## config.mk

```make
export PLATFORM = sky130hd
export DESIGN_NAME = hotswap_cfg_regs
export DESIGN_NICKNAME = d
export VERILOG_FILES = /design/src/rtl/hotswap_cfg_pkg.sv /design/src/rtl/startup_delay_timer.sv /design/src/rtl/hotswap_cfg_regs.sv
export VERILOG_INCLUDE_DIRS = /design/src /design/src/rtl
export SDC_FILE = /design/constraint.sdc
export NUM_CORES = 1
export LEC_CHECK = 0
export CORE_MARGIN = 1
export CORE_UTILIZATION = 40
export CTS_BUF_LIST = sky130_fd_sc_hd__clkbuf_8
export CTS_CLUSTER_DIAMETER = 50
export DETAILED_ROUTE_END_ITERATION = 10
export DONT_BUFFER_PORTS = 1
export GPL_ROUTABILITY_DRIVEN = 1
export PLACE_DENSITY_LB_ADDON = 0.05
export SYNTH_ARGS = -nofsm -noshare
export SYNTH_HDL_FRONTEND = slang
export SYNTH_SLANG_ARGS = --single-unit
```

## constraint.sdc

```tcl
create_clock -name mclk -period 3.7 [get_ports mclk]
set_input_delay 0.74 -clock mclk [delete_from_list [all_inputs] [get_ports mclk]]
set_output_delay 0.74 -clock mclk [all_outputs]
set_load 0.1 [all_outputs]
```

## src/rtl/hotswap_cfg_params.svh

```systemverilog
// offsets, field positions, reset values and timing counts of the config bank
// Operation
// - unused upper bits ignore writes, read zero
// - four-bit startup delay, ten milliseconds per count
// - delay timer starts when stored-config copy ends
// - enable input checked only after delay expires
// - timeout-reset bit chooses bus machine reset
// - two-bit field selects timeout counting condition
// - source zero: upper bits plus strap nibble
// - source one: address wholly from register
// - upper three address bits always from register
// - strap mode reads back strap-derived nibble
// - signed four-bit offset added to voltage result
`ifndef HOTSWAP_CFG_PARAMS_SVH
`define HOTSWAP_CFG_PARAMS_SVH

`define OFS_STARTUP_DELAY 8'hd0
`define OFS_BUS_ADDRESS 8'hd2
`define OFS_VIN_TRIM 8'he3

// field positions inside the bus address register
`define POS_TO_RESET 10
`define POS_TO_COND 8
`define POS_ADDR_SRC 7
`define POS_ADDR_UPPER 4
`define POS_ADDR_LOW 0

// reset values of the stored fields
`define RST_STARTUP_DELAY 4'h0
`define RST_ADDR_CFG 11'h000
`define RST_VIN_TRIM 4'h0

// timing: figures in milliseconds, clock in MHz
`define CLK_MHZ 250
`define DELAY_STEP_MS 10
`define DELAY_STEP_CYCLES (`DELAY_STEP_MS * 1000 * `CLK_MHZ)
`define BUS_TIMEOUT_MS 25
`define BUS_TIMEOUT_CYCLES (`BUS_TIMEOUT_MS * 1000 * `CLK_MHZ)

`endif

```

## src/rtl/hotswap_cfg_pkg.sv

```systemverilog
// types shared by the configuration bank files
package hotswap_cfg_pkg;

	typedef enum logic [1:0] {
		TO_ALWAYS,
		TO_CLK_LOW,
		TO_DATA_LOW,
		TO_BOTH_LOW
	} timeout_cond_t;

	typedef struct packed {
		logic to_reset;
		timeout_cond_t to_cond;
		logic addr_src;
		logic [2:0] address_upper_bits;
		logic [3:0] address_low_nibble;
	} addr_cfg_t;

	// pin-side inputs, synchronised together, each bit accepted on its own
	typedef struct packed {
		logic scl;
		logic sda;
		logic en;
		logic [3:0] strap;
	} pins_t;

	typedef enum {
		DLY_IDLE,
		DLY_RUN,
		DLY_DONE
	} delay_state_t;

endpackage

```

## src/rtl/startup_delay_timer.sv

```systemverilog
// startup delay timer: counts ten-millisecond steps after config copy ends
`timescale 1ns/1ps
`default_nettype none
`include "hotswap_cfg_params.svh"

module startup_delay_timer import hotswap_cfg_pkg::*; #(
	parameter int unsigned STEP_CYCLES = `DELAY_STEP_CYCLES
) (
	// clock and reset
	input wire logic mclk,
	input wire logic rst_b,
	// control
	input wire logic start,
	input wire logic [3:0] steps,
	// status
	output logic expired_q
);

	delay_state_t state_q, state_d;
	logic [31:0] pre_q, pre_d;
	logic [3:0] left_q, left_d;
	logic expired_d;

	always_comb begin
		state_d = state_q;
		pre_d = pre_q;
		left_d = left_q;
		expired_d = expired_q;
		case (state_q)
			DLY_IDLE: begin
				if (start) begin
					pre_d = 32'h0;
					left_d = steps;
					// a zero setting expires at once
					if (steps == 4'h0) begin
						state_d = DLY_DONE;
						expired_d = 1'b1;
					end else begin
						state_d = DLY_RUN;
					end
				end
			end
			DLY_RUN: begin
				if (left_q == 4'h0) begin
					// restart with a zero setting: one cycle low, then done
					state_d = DLY_DONE;
					expired_d = 1'b1;
				end else if (pre_q == STEP_CYCLES - 1) begin
					pre_d = 32'h0;
					left_d = left_q - 4'h1;
					if (left_q == 4'h1) begin
						state_d = DLY_DONE;
						expired_d = 1'b1;
					end
				end else begin
					pre_d = pre_q + 32'h1;
				end
			end
			DLY_DONE: begin
				// a later copy restarts the wait from the current setting
				if (start) begin
					state_d = DLY_RUN;
					pre_d = 32'h0;
					left_d = steps;
					expired_d = 1'b0;
				end
			end
			default: begin
				state_d = DLY_IDLE;
				expired_d = 1'b0;
			end
		endcase
	end

	always_ff @(posedge mclk or negedge rst_b) begin
		if (!rst_b) begin
			state_q <= DLY_IDLE;
			pre_q <= 32'h0;
			left_q <= 4'h0;
			expired_q <= 1'b0;
		end else begin
			state_q <= state_d;
			pre_q <= pre_d;
			left_q <= left_d;
			expired_q <= expired_d;
		end
	end

endmodule
`default_nettype wire

```

## src/rtl/hotswap_cfg_regs.sv

```systemverilog
// configuration bank: startup delay, bus address and timeout, voltage trim
`timescale 1ns/1ps
`default_nettype none
`include "hotswap_cfg_params.svh"

module hotswap_cfg_regs import hotswap_cfg_pkg::*; #(
	parameter int unsigned STEP_CYCLES = `DELAY_STEP_CYCLES,
	parameter int unsigned TIMEOUT_CYCLES = `BUS_TIMEOUT_CYCLES,
	parameter int unsigned ADC_W = 12
) (
	// clock and reset
	input wire logic mclk,
	input wire logic rst_b,
	// command port from the serial bus engine and the config copy engine
	input wire logic [7:0] cmd_code,
	input wire logic wr_stb,
	input wire logic [15:0] wr_data,
	input wire logic rd_stb,
	output logic [15:0] rd_data_q,
	output logic rd_valid_q,
	// config copy from non-volatile memory has finished (pulse)
	input wire logic copy_done,
	// pins from outside the clock domain
	input wire logic scl_in,
	input wire logic sda_in,
	input wire logic en_in,
	input wire logic [3:0] addr_strap,
	// address compare and timeout
	input wire logic bus_busy,
	input wire logic rx_addr_valid,
	input wire logic [6:0] rx_addr,
	output logic [6:0] bus_address_q,
	output logic addr_match_q,
	output logic timeout_q,
	output logic bus_sm_reset_q,
	// startup
	output logic delay_done_q,
	output logic en_active_q,
	// input-voltage sense path
	input wire logic vin_valid,
	input wire logic [ADC_W-1:0] vin_raw,
	output logic vin_corr_valid_q,
	output logic [ADC_W-1:0] vin_corr_q
);

	localparam logic [ADC_W+1:0] VMAX = {2'b00, {ADC_W{1'b1}}};

	function automatic logic [ADC_W-1:0] trim_add(
		input logic [ADC_W-1:0] raw,
		input logic [3:0] ofs
	);
		logic signed [ADC_W+1:0] sum;
		sum = $signed({2'b00, raw}) + $signed({{(ADC_W-2){ofs[3]}}, ofs});
		// clamp rather than wrap: a small negative trim on zero stays zero
		if (sum < 0) begin
			trim_add = '0;
		end else if (sum > $signed(VMAX)) begin
			trim_add = {ADC_W{1'b1}};
		end else begin
			trim_add = sum[ADC_W-1:0];
		end
	endfunction

	// one-hot register select, shared by the write and read paths
	function automatic logic [2:0] reg_sel(input logic [7:0] code);
		case (code)
			`OFS_STARTUP_DELAY: reg_sel = 3'b001;
			`OFS_BUS_ADDRESS: reg_sel = 3'b010;
			`OFS_VIN_TRIM: reg_sel = 3'b100;
			default: reg_sel = 3'b000;
		endcase
	endfunction

	// address register fields from a written word; bits 15:11 dropped
	function automatic addr_cfg_t addr_fields(input logic [15:0] w);
		addr_cfg_t c;
		c.to_reset = w[`POS_TO_RESET];
		c.to_cond = timeout_cond_t'(w[`POS_TO_COND+:2]);
		c.addr_src = w[`POS_ADDR_SRC];
		c.address_upper_bits = w[`POS_ADDR_UPPER+:3];
		c.address_low_nibble = w[`POS_ADDR_LOW+:4];
		addr_fields = c;
	endfunction

	// address register read word; unused bits read zero
	function automatic logic [15:0] addr_word(
		input addr_cfg_t c,
		input logic [3:0] low
	);
		logic [15:0] w;
		w = 16'h0000;
		w[`POS_TO_RESET] = c.to_reset;
		w[`POS_TO_COND+:2] = c.to_cond;
		w[`POS_ADDR_SRC] = c.addr_src;
		w[`POS_ADDR_UPPER+:3] = c.address_upper_bits;
		w[`POS_ADDR_LOW+:4] = low;
		addr_word = w;
	endfunction

	// pin synchronisers: a change counts once stages two and three agree
	pins_t s1_q, s2_q, s3_q, pin_q, pin_d;

	always_comb begin
		pin_d = pin_q;
		for (int i = 0; i < $bits(pins_t); i++) begin
			if (s2_q[i] == s3_q[i]) begin
				pin_d[i] = s3_q[i];
			end
		end
	end

	always_ff @(posedge mclk or negedge rst_b) begin
		if (!rst_b) begin
			// idle levels: lines released, strap f, enable high
			s1_q <= '1;
			s2_q <= '1;
			s3_q <= '1;
			pin_q <= '1;
		end else begin
			s1_q <= {scl_in, sda_in, en_in, addr_strap};
			s2_q <= s1_q;
			s3_q <= s2_q;
			pin_q <= pin_d;
		end
	end

	// registers: only the defined fields are stored
	logic [3:0] delay_q, delay_d;
	addr_cfg_t acfg_q, acfg_d;
	logic [3:0] trim_q, trim_d;
	logic [15:0] rd_data_d;
	logic rd_valid_d;
	logic [3:0] low_eff;
	logic [2:0] sel;

	assign sel = reg_sel(cmd_code);

	assign low_eff = acfg_q.addr_src ? acfg_q.address_low_nibble
		: pin_q.strap;

	always_comb begin
		delay_d = delay_q;
		acfg_d = acfg_q;
		trim_d = trim_q;
		if (wr_stb && sel[0]) begin
			delay_d = wr_data[3:0];
		end
		if (wr_stb && sel[1]) begin
			acfg_d = addr_fields(wr_data);
		end
		if (wr_stb && sel[2]) begin
			trim_d = wr_data[3:0];
		end
	end

	always_comb begin
		rd_data_d = rd_data_q;
		rd_valid_d = rd_stb;
		if (rd_stb) begin
			// unmapped codes and unused bits read as zero
			rd_data_d = 16'h0000;
			if (sel[0]) begin
				rd_data_d[3:0] = delay_q;
			end
			if (sel[1]) begin
				rd_data_d = addr_word(acfg_q, low_eff);
			end
			if (sel[2]) begin
				rd_data_d[3:0] = trim_q;
			end
		end
	end

	always_ff @(posedge mclk or negedge rst_b) begin
		if (!rst_b) begin
			delay_q <= `RST_STARTUP_DELAY;
			acfg_q <= `RST_ADDR_CFG;
			trim_q <= `RST_VIN_TRIM;
			rd_data_q <= 16'h0000;
			rd_valid_q <= 1'b0;
		end else begin
			delay_q <= delay_d;
			acfg_q <= acfg_d;
			trim_q <= trim_d;
			rd_data_q <= rd_data_d;
			rd_valid_q <= rd_valid_d;
		end
	end

	// bus address and match
	logic [6:0] bus_address_d;
	logic addr_match_d;

	always_comb begin
		bus_address_d = {acfg_q.address_upper_bits, low_eff};
		addr_match_d = rx_addr_valid && (rx_addr == bus_address_q);
	end

	always_ff @(posedge mclk or negedge rst_b) begin
		if (!rst_b) begin
			bus_address_q <= 7'h00;
			addr_match_q <= 1'b0;
		end else begin
			bus_address_q <= bus_address_d;
			addr_match_q <= addr_match_d;
		end
	end

	// bus timeout: counts only while a transfer is open and the chosen
	// line condition holds; a break in the condition restarts it
	// the lines pass the synchroniser, so the condition lags a few cycles
	logic [31:0] to_cnt_q, to_cnt_d;
	logic timeout_d, bus_sm_reset_d;
	logic cond_ok;

	always_comb begin
		case (acfg_q.to_cond)
			TO_ALWAYS: cond_ok = 1'b1;
			TO_CLK_LOW: cond_ok = !pin_q.scl;
			TO_DATA_LOW: cond_ok = !pin_q.sda;
			TO_BOTH_LOW: cond_ok = !pin_q.scl && !pin_q.sda;
			default: cond_ok = 1'b0;
		endcase
	end

	always_comb begin
		to_cnt_d = to_cnt_q;
		timeout_d = 1'b0;
		bus_sm_reset_d = 1'b0;
		if (!bus_busy || !cond_ok) begin
			to_cnt_d = 32'h0;
		end else if (to_cnt_q == TIMEOUT_CYCLES - 1) begin
			to_cnt_d = 32'h0;
			timeout_d = 1'b1;
			bus_sm_reset_d = acfg_q.to_reset;
		end else begin
			to_cnt_d = to_cnt_q + 32'h1;
		end
	end

	always_ff @(posedge mclk or negedge rst_b) begin
		if (!rst_b) begin
			to_cnt_q <= 32'h0;
			timeout_q <= 1'b0;
			bus_sm_reset_q <= 1'b0;
		end else begin
			to_cnt_q <= to_cnt_d;
			timeout_q <= timeout_d;
			bus_sm_reset_q <= bus_sm_reset_d;
		end
	end

	// startup delay and enable gating
	logic expired;
	logic delay_done_d, en_active_d;

	startup_delay_timer #(
		.STEP_CYCLES(STEP_CYCLES)
	) u_delay (
		.mclk(mclk),
		.rst_b(rst_b),
		.start(copy_done),
		.steps(delay_q),
		.expired_q(expired)
	);

	always_comb begin
		delay_done_d = expired;
		// enable is not looked at before the delay has run out
		en_active_d = expired && pin_q.en;
	end

	always_ff @(posedge mclk or negedge rst_b) begin
		if (!rst_b) begin
			delay_done_q <= 1'b0;
			en_active_q <= 1'b0;
		end else begin
			delay_done_q <= delay_done_d;
			en_active_q <= en_active_d;
		end
	end

	// voltage sense trim, one cycle through
	logic [ADC_W-1:0] vin_corr_d;
	logic vin_corr_valid_d;

	always_comb begin
		vin_corr_valid_d = vin_valid;
		vin_corr_d = vin_corr_q;
		if (vin_valid) begin
			vin_corr_d = trim_add(vin_raw, trim_q);
		end
	end

	always_ff @(posedge mclk or negedge rst_b) begin
		if (!rst_b) begin
			vin_corr_q <= '0;
			vin_corr_valid_q <= 1'b0;
		end else begin
			vin_corr_q <= vin_corr_d;
			vin_corr_valid_q <= vin_corr_valid_d;
		end
	end

endmodule
`default_nettype wire

```

==> impl_table.tex <==
\begin{tabular}{lr}
\hline
Metric & Value \\
\hline
\multicolumn{2}{l}{\textbf{Worst setup path}} \\
\quad Critical path class & flop to flop \\
\quad FF-to-FF setup slack & 0.77 ns \\
\quad Crit. End Element & flop \\
\quad Critical path's largest stage delay & 0.76 ns \\
\quad Crit path cell chain & ha\_1 -> a21o\_1 -> o21ai\_0 -> a21oi\_1 -> o2bb2ai\_1 -> nor4b\_1 -> nor4\_1 \\
\quad Slowest-stage cell, CP & sky130\_fd\_sc\_hd\_\_dfrtp\_1 \\
\quad Critical Path Start Type & flop \\
\quad Critical path data required time & 4.05 ns \\
\quad Critical Path AT & 3.29 ns \\
\quad Maximum fanout along the worst path & 16 \\
\multicolumn{2}{l}{\textbf{Power and ir drop}} \\
\quad Leakage & 3.57 nW \\
\quad Maximum ir drop on the vdd rail & 266 uV \\
\quad Ratio of total power to cell area & 485 mW/mm\^{}2 \\
\multicolumn{2}{l}{\textbf{Drt}} \\
\quad Via density per instance & 5.44 \\
\quad Total length of routed wires & 16.7 mm \\
\quad DRC violation total after the first TritonRoute iteration & 318 \\
\quad Drt pass-1 iters & 4 \\
\quad WL per Instance & 16.7 um \\
\quad Remaining antenna violation count & 0 \\
\quad Post-route DRC violation count & 0 \\
\quad Vias after detailed routing & 5,429 \\
\multicolumn{2}{l}{\textbf{Logic synthesis}} \\
\quad Register bit total from synthesis & 155 \\
\quad Mux contribution to synthesized area & 3.67\% \\
\quad Synth Area in Compound Gates & 10.1\% \\
\quad Number of instances in the synthesized netlist & 748 \\
\quad Post-synthesis simple-gate area fraction & 21.2\% \\
\quad Synthesized cell area & 0.00763 sq mm \\
\quad Dominant combinational cell family by area after synthesis & simple AND/OR/NAND/NOR gates \\
\quad Post-synth ARST share & 100\% \\
\quad Fraction of synthesized cell area in xor and xnor cells & 6.43\% \\
\quad Yosys Warn Count & 0 \\
\quad Number of distinct library cell variants in the gate-level netlist after synthesis & 68 \\
\quad Synth Area per Inst & 10.2 sq um \\
\quad Number of flops mapped to enable cells by yosys & 0 \\
\quad Sequential-to-total area share from yosys stat & 51.3\% \\
\quad Dominant synthesized flop cell & sky130\_fd\_sc\_hd\_\_dfrtp\_1 \\
\quad Adder and majority cell fraction of the synthesized area & 4.13\% \\
\multicolumn{2}{l}{\textbf{Timing}} \\
\quad Top achievable clock speed & 0.341 GHz \\
\quad Number of setup violations in the final report & 0 \\
\quad Actual transition at the worst max-transition pin & 0.951 ns \\
\quad Max-slew violation count & 0 \\
\quad Setup repair after global routing missed its margin & no \\
\quad Tcrit/Tclk final & 79.3\% \\
\quad Worst Clk Skew & 0.0156 ns \\
\quad Slew headroom & 36.6\% \\
\quad Final hold viol count & 0 \\
\quad Fin crit period & 2.93 ns \\
\quad TNS Setup & 0 ns \\
\quad Worst path setup slack after routing & 0.766 ns \\
\multicolumn{2}{l}{\textbf{Global routing}} \\
\quad Met3 layer usage reported by global route & 4.99\% \\
\quad Pin count of the biggest net entering global routing & 128 \\
\quad Total overflow reported by the global router & 0 \\
\quad Met2 usage & 28.8\% \\
\quad Met1 Track Usage GR & 23.6\% \\
\quad Most used routing layer & met2 \\
\quad Via count of the first global-routing pass & 5,474 \\
\quad Wire length of the first global-routing pass & 27.9 mm \\
\quad Aggregate global-route resource usage & 18.0\% \\
\quad Initial antenna violation count & 0 \\
\multicolumn{2}{l}{\textbf{CTS}} \\
\quad CTS H-tree lvls & 4 \\
\quad Clock tree sinks & 155 \\
\quad CTS Root Buffer Type & sky130\_fd\_sc\_hd\_\_clkbuf\_8 \\
\quad Buffer levels on the longest clock path & 2 \\
\quad Worst-Skew Late Latency & 0.46 ns \\
\quad Number of buffers inserted for hold repair after clock tree synthesis & 1 \\
\quad CTS clock-pin slew for the worst setup and hold paths & 0.10 ns \\
\quad Number of buffers added for setup after CTS & 0 \\
\quad TritonCTS clock tree & built \\
\quad Number of buffers created by CTS & 17 \\
\quad CTS resizes & 0 \\
\multicolumn{2}{l}{\textbf{Floorplan}} \\
\quad Starting density of the core & 40.8\% \\
\quad Die Area & 0.0196 sq mm \\
\quad Die extent in y & 140 um \\
\quad Number of standard-cell rows in the floorplan & 50 \\
\quad Total core area & 0.0187 sq mm \\
\quad Die outline width & 140 um \\
\quad Top-level I/O count & 100 \\
\multicolumn{2}{l}{\textbf{Placed design}} \\
\quad Final weighted congestion in routability-driven placement & 0.842 \\
\quad Post-DP HPWL & 11.4 mm \\
\quad Worst setup timing slack at the placement stage & 0.761 ns \\
\quad Quantity of I/O buffers inserted on ports & 0 \\
\multicolumn{2}{l}{\textbf{Finish}} \\
\quad Layout cell share with drive strength beyond 1 & 13.5\% \\
\quad Final net count & 828 \\
\quad Signed area change from the synthesized netlist to the final layout & 9.12\% \\
\quad Final Core Density & 44.5\% \\
\quad Antenna diode instance count & 0 \\
\multicolumn{2}{l}{\textbf{Hold path}} \\
\quad Tightest Hold Check Type & input pin to asynchronous set/reset pin \\
\multicolumn{2}{l}{\textbf{Status}} \\
\quad Result of the run & complete, no violations \\
\multicolumn{2}{l}{\textbf{Run}} \\
\quad \# Max-Cap Violations & 0 \\
\hline
\end{tabular}
-- power by group --
part | total (mW) | switching (mW) | internal (mW)
logic | 0.542 | 0.342 | 0.200
clock network | 1.33 | 0.793 | 0.536
registers | 2.17 | 0.362 | 1.81
total | 4.04 | 1.50 | 2.54
-- layer usage --
layer | up-vias | part of all wire (%)
li1 | 2653 | -
met1 | 2662 | 47
met2 | 98 | 47
met3 | 16 | 4.8
met4 | 0 | 1.2
met5 | - | 0
-- Yosys cell counts, types with 5 or more instances --
| cell | n | share of area [%] |
|---|---|---|
| sky130_fd_sc_hd__or3_1 | 11 | 0.90 |
| sky130_fd_sc_hd__nor2_1 | 97 | 4.8 |
| sky130_fd_sc_hd__nand3_1 | 38 | 2.5 |
| sky130_fd_sc_hd__and4_1 | 6 | 0.69 |
| sky130_fd_sc_hd__nand2b_1 | 11 | 0.90 |
| sky130_fd_sc_hd__nor4_1 | 9 | 0.74 |
| sky130_fd_sc_hd__nor3_1 | 12 | 0.79 |
| sky130_fd_sc_hd__buf_4 | 6 | 0.59 |
| sky130_fd_sc_hd__ha_1 | 18 | 3.0 |
| sky130_fd_sc_hd__dfstp_2 | 28 | 9.6 |
| sky130_fd_sc_hd__o21ai_1 | 5 | 0.33 |
| sky130_fd_sc_hd__a21oi_1 | 22 | 1.4 |
| sky130_fd_sc_hd__o221ai_1 | 10 | 1.1 |
| sky130_fd_sc_hd__and2_1 | 8 | 0.66 |
| sky130_fd_sc_hd__nand4_1 | 22 | 1.8 |
| sky130_fd_sc_hd__xor2_1 | 28 | 3.2 |
| sky130_fd_sc_hd__nand2_1 | 54 | 2.7 |
| sky130_fd_sc_hd__a21o_1 | 8 | 0.79 |
| sky130_fd_sc_hd__inv_1 | 30 | 1.5 |
| sky130_fd_sc_hd__a221oi_1 | 6 | 0.69 |
| sky130_fd_sc_hd__maj3_1 | 7 | 0.92 |
| sky130_fd_sc_hd__xnor2_1 | 28 | 3.2 |
| sky130_fd_sc_hd__mux2_2 | 24 | 3.5 |
| sky130_fd_sc_hd__and3_1 | 14 | 1.1 |
| sky130_fd_sc_hd__o21ai_0 | 33 | 2.2 |
| sky130_fd_sc_hd__clkbuf_1 | 14 | 0.69 |
| sky130_fd_sc_hd__dfrtp_1 | 127 | 42 |
-- worst max-delay path, delay by kind of cell, from the launching register on --
kind            cells  cell delay [ns]
fa+ha+maj           1             0.46
simple gates        2             0.41
compound gates      4             1.21
flops               1             0.76
-- state kept, by name (all words and copies together) (netlist names) --
name	count
to_cnt_q	32
u_delay.expired_q	1
en_active_q	1
bus_address_q	7
pin_q	7
rd_data_q	11
u_delay.left_q	4
s2_q	7
vin_corr_valid_q	1
trim_q	4
s1_q	7
delay_q	4
u_delay.pre_q	32
s3_q	7
addr_match_q	1
u_delay.state_q	2
vin_corr_q	12
timeout_q	1
acfg_q	11
bus_sm_reset_q	1
rd_valid_q	1
delay_done_q	1
-- cell type report --
class / count / area, sq um
Tap cell: 234 / 293
Multi-Input combinational cell: 540 / 3490
Inverter: 30 / 113
Fill cell: 1783 / 10400
Sequential cell: 155 / 3910
Clock inverter: 15 / 209
Timing Repair Buffer: 7 / 72.6
Clock buffer: 17 / 234
-- through the flow --
| stage | hold slack [ns] | area, sq um | cells | power, mW |
|---|---|---|---|---|
| 2_1_floorplan | 0.345 | 7640 | 752 | 2.59 |
| 3_3_place_gp | 0.346 | 7860 | 965 | 2.70 |
| 3_5_place_dp | 0.347 | 7860 | 965 | 2.71 |
| 4_1_cts | 0.0794 | 8330 | 998 | 4.10 |
| 5_1_grt | 0.0779 | 8330 | 998 | 4.26 |
| 6_report | 0.134 | 8330 | 998 | 4.04 |
-- worst paths after layout --
kind,from,to,depth (start not counted)
hold reg to reg,s1_q[2],s2_q[2],0
setup reg to reg,trim_q[3],vin_corr_q[11],7
max in group asynchronous,rst_b,acfg_q[0],1
hold / removal,rst_b,pin_q[4],0
min in group mclk,scl_in,s1_q[6],0
setup / recovery,trim_q[3],vin_corr_q[11],7
-- cell usage in the layout (no fill, tap or decap), types with 4 or more instances in the layout --
master and count:
sky130_fd_sc_hd__dfrtp_1 127, sky130_fd_sc_hd__nor2_1 97, sky130_fd_sc_hd__nand2_1 54, sky130_fd_sc_hd__nand3_1 38, sky130_fd_sc_hd__o21ai_0 33, sky130_fd_sc_hd__inv_1 30, sky130_fd_sc_hd__xnor2_1 28, sky130_fd_sc_hd__xor2_1 28
sky130_fd_sc_hd__dfstp_2 28, sky130_fd_sc_hd__mux2_2 24, sky130_fd_sc_hd__nand4_1 22, sky130_fd_sc_hd__a21oi_1 22, sky130_fd_sc_hd__ha_1 18, sky130_fd_sc_hd__clkbuf_8 17, sky130_fd_sc_hd__and3_1 14, sky130_fd_sc_hd__nor3_1 12
sky130_fd_sc_hd__or3_1 11, sky130_fd_sc_hd__nand2b_1 11, sky130_fd_sc_hd__o221ai_1 10, sky130_fd_sc_hd__nor4_1 9, sky130_fd_sc_hd__and2_1 8, sky130_fd_sc_hd__a21o_1 8, sky130_fd_sc_hd__clkinv_8 8, sky130_fd_sc_hd__maj3_1 7
sky130_fd_sc_hd__and4_1 6, sky130_fd_sc_hd__a221oi_1 6, sky130_fd_sc_hd__buf_4 6, sky130_fd_sc_hd__o21ai_1 5, sky130_fd_sc_hd__conb_1 5, sky130_fd_sc_hd__nor4b_1 4, sky130_fd_sc_hd__nor2b_1 4, sky130_fd_sc_hd__nor4_2 4
-- cells by family after synthesis --
group	after synthesis
other	1
flip-flops	155
adder cells (fa/ha/maj)	26
buffers and inverters	57
AND/OR/NAND/NOR	313
multiplexers	25
XOR/XNOR	56
AO/OA/AOI/OAI	115
(Power assumes the default switching activity.)
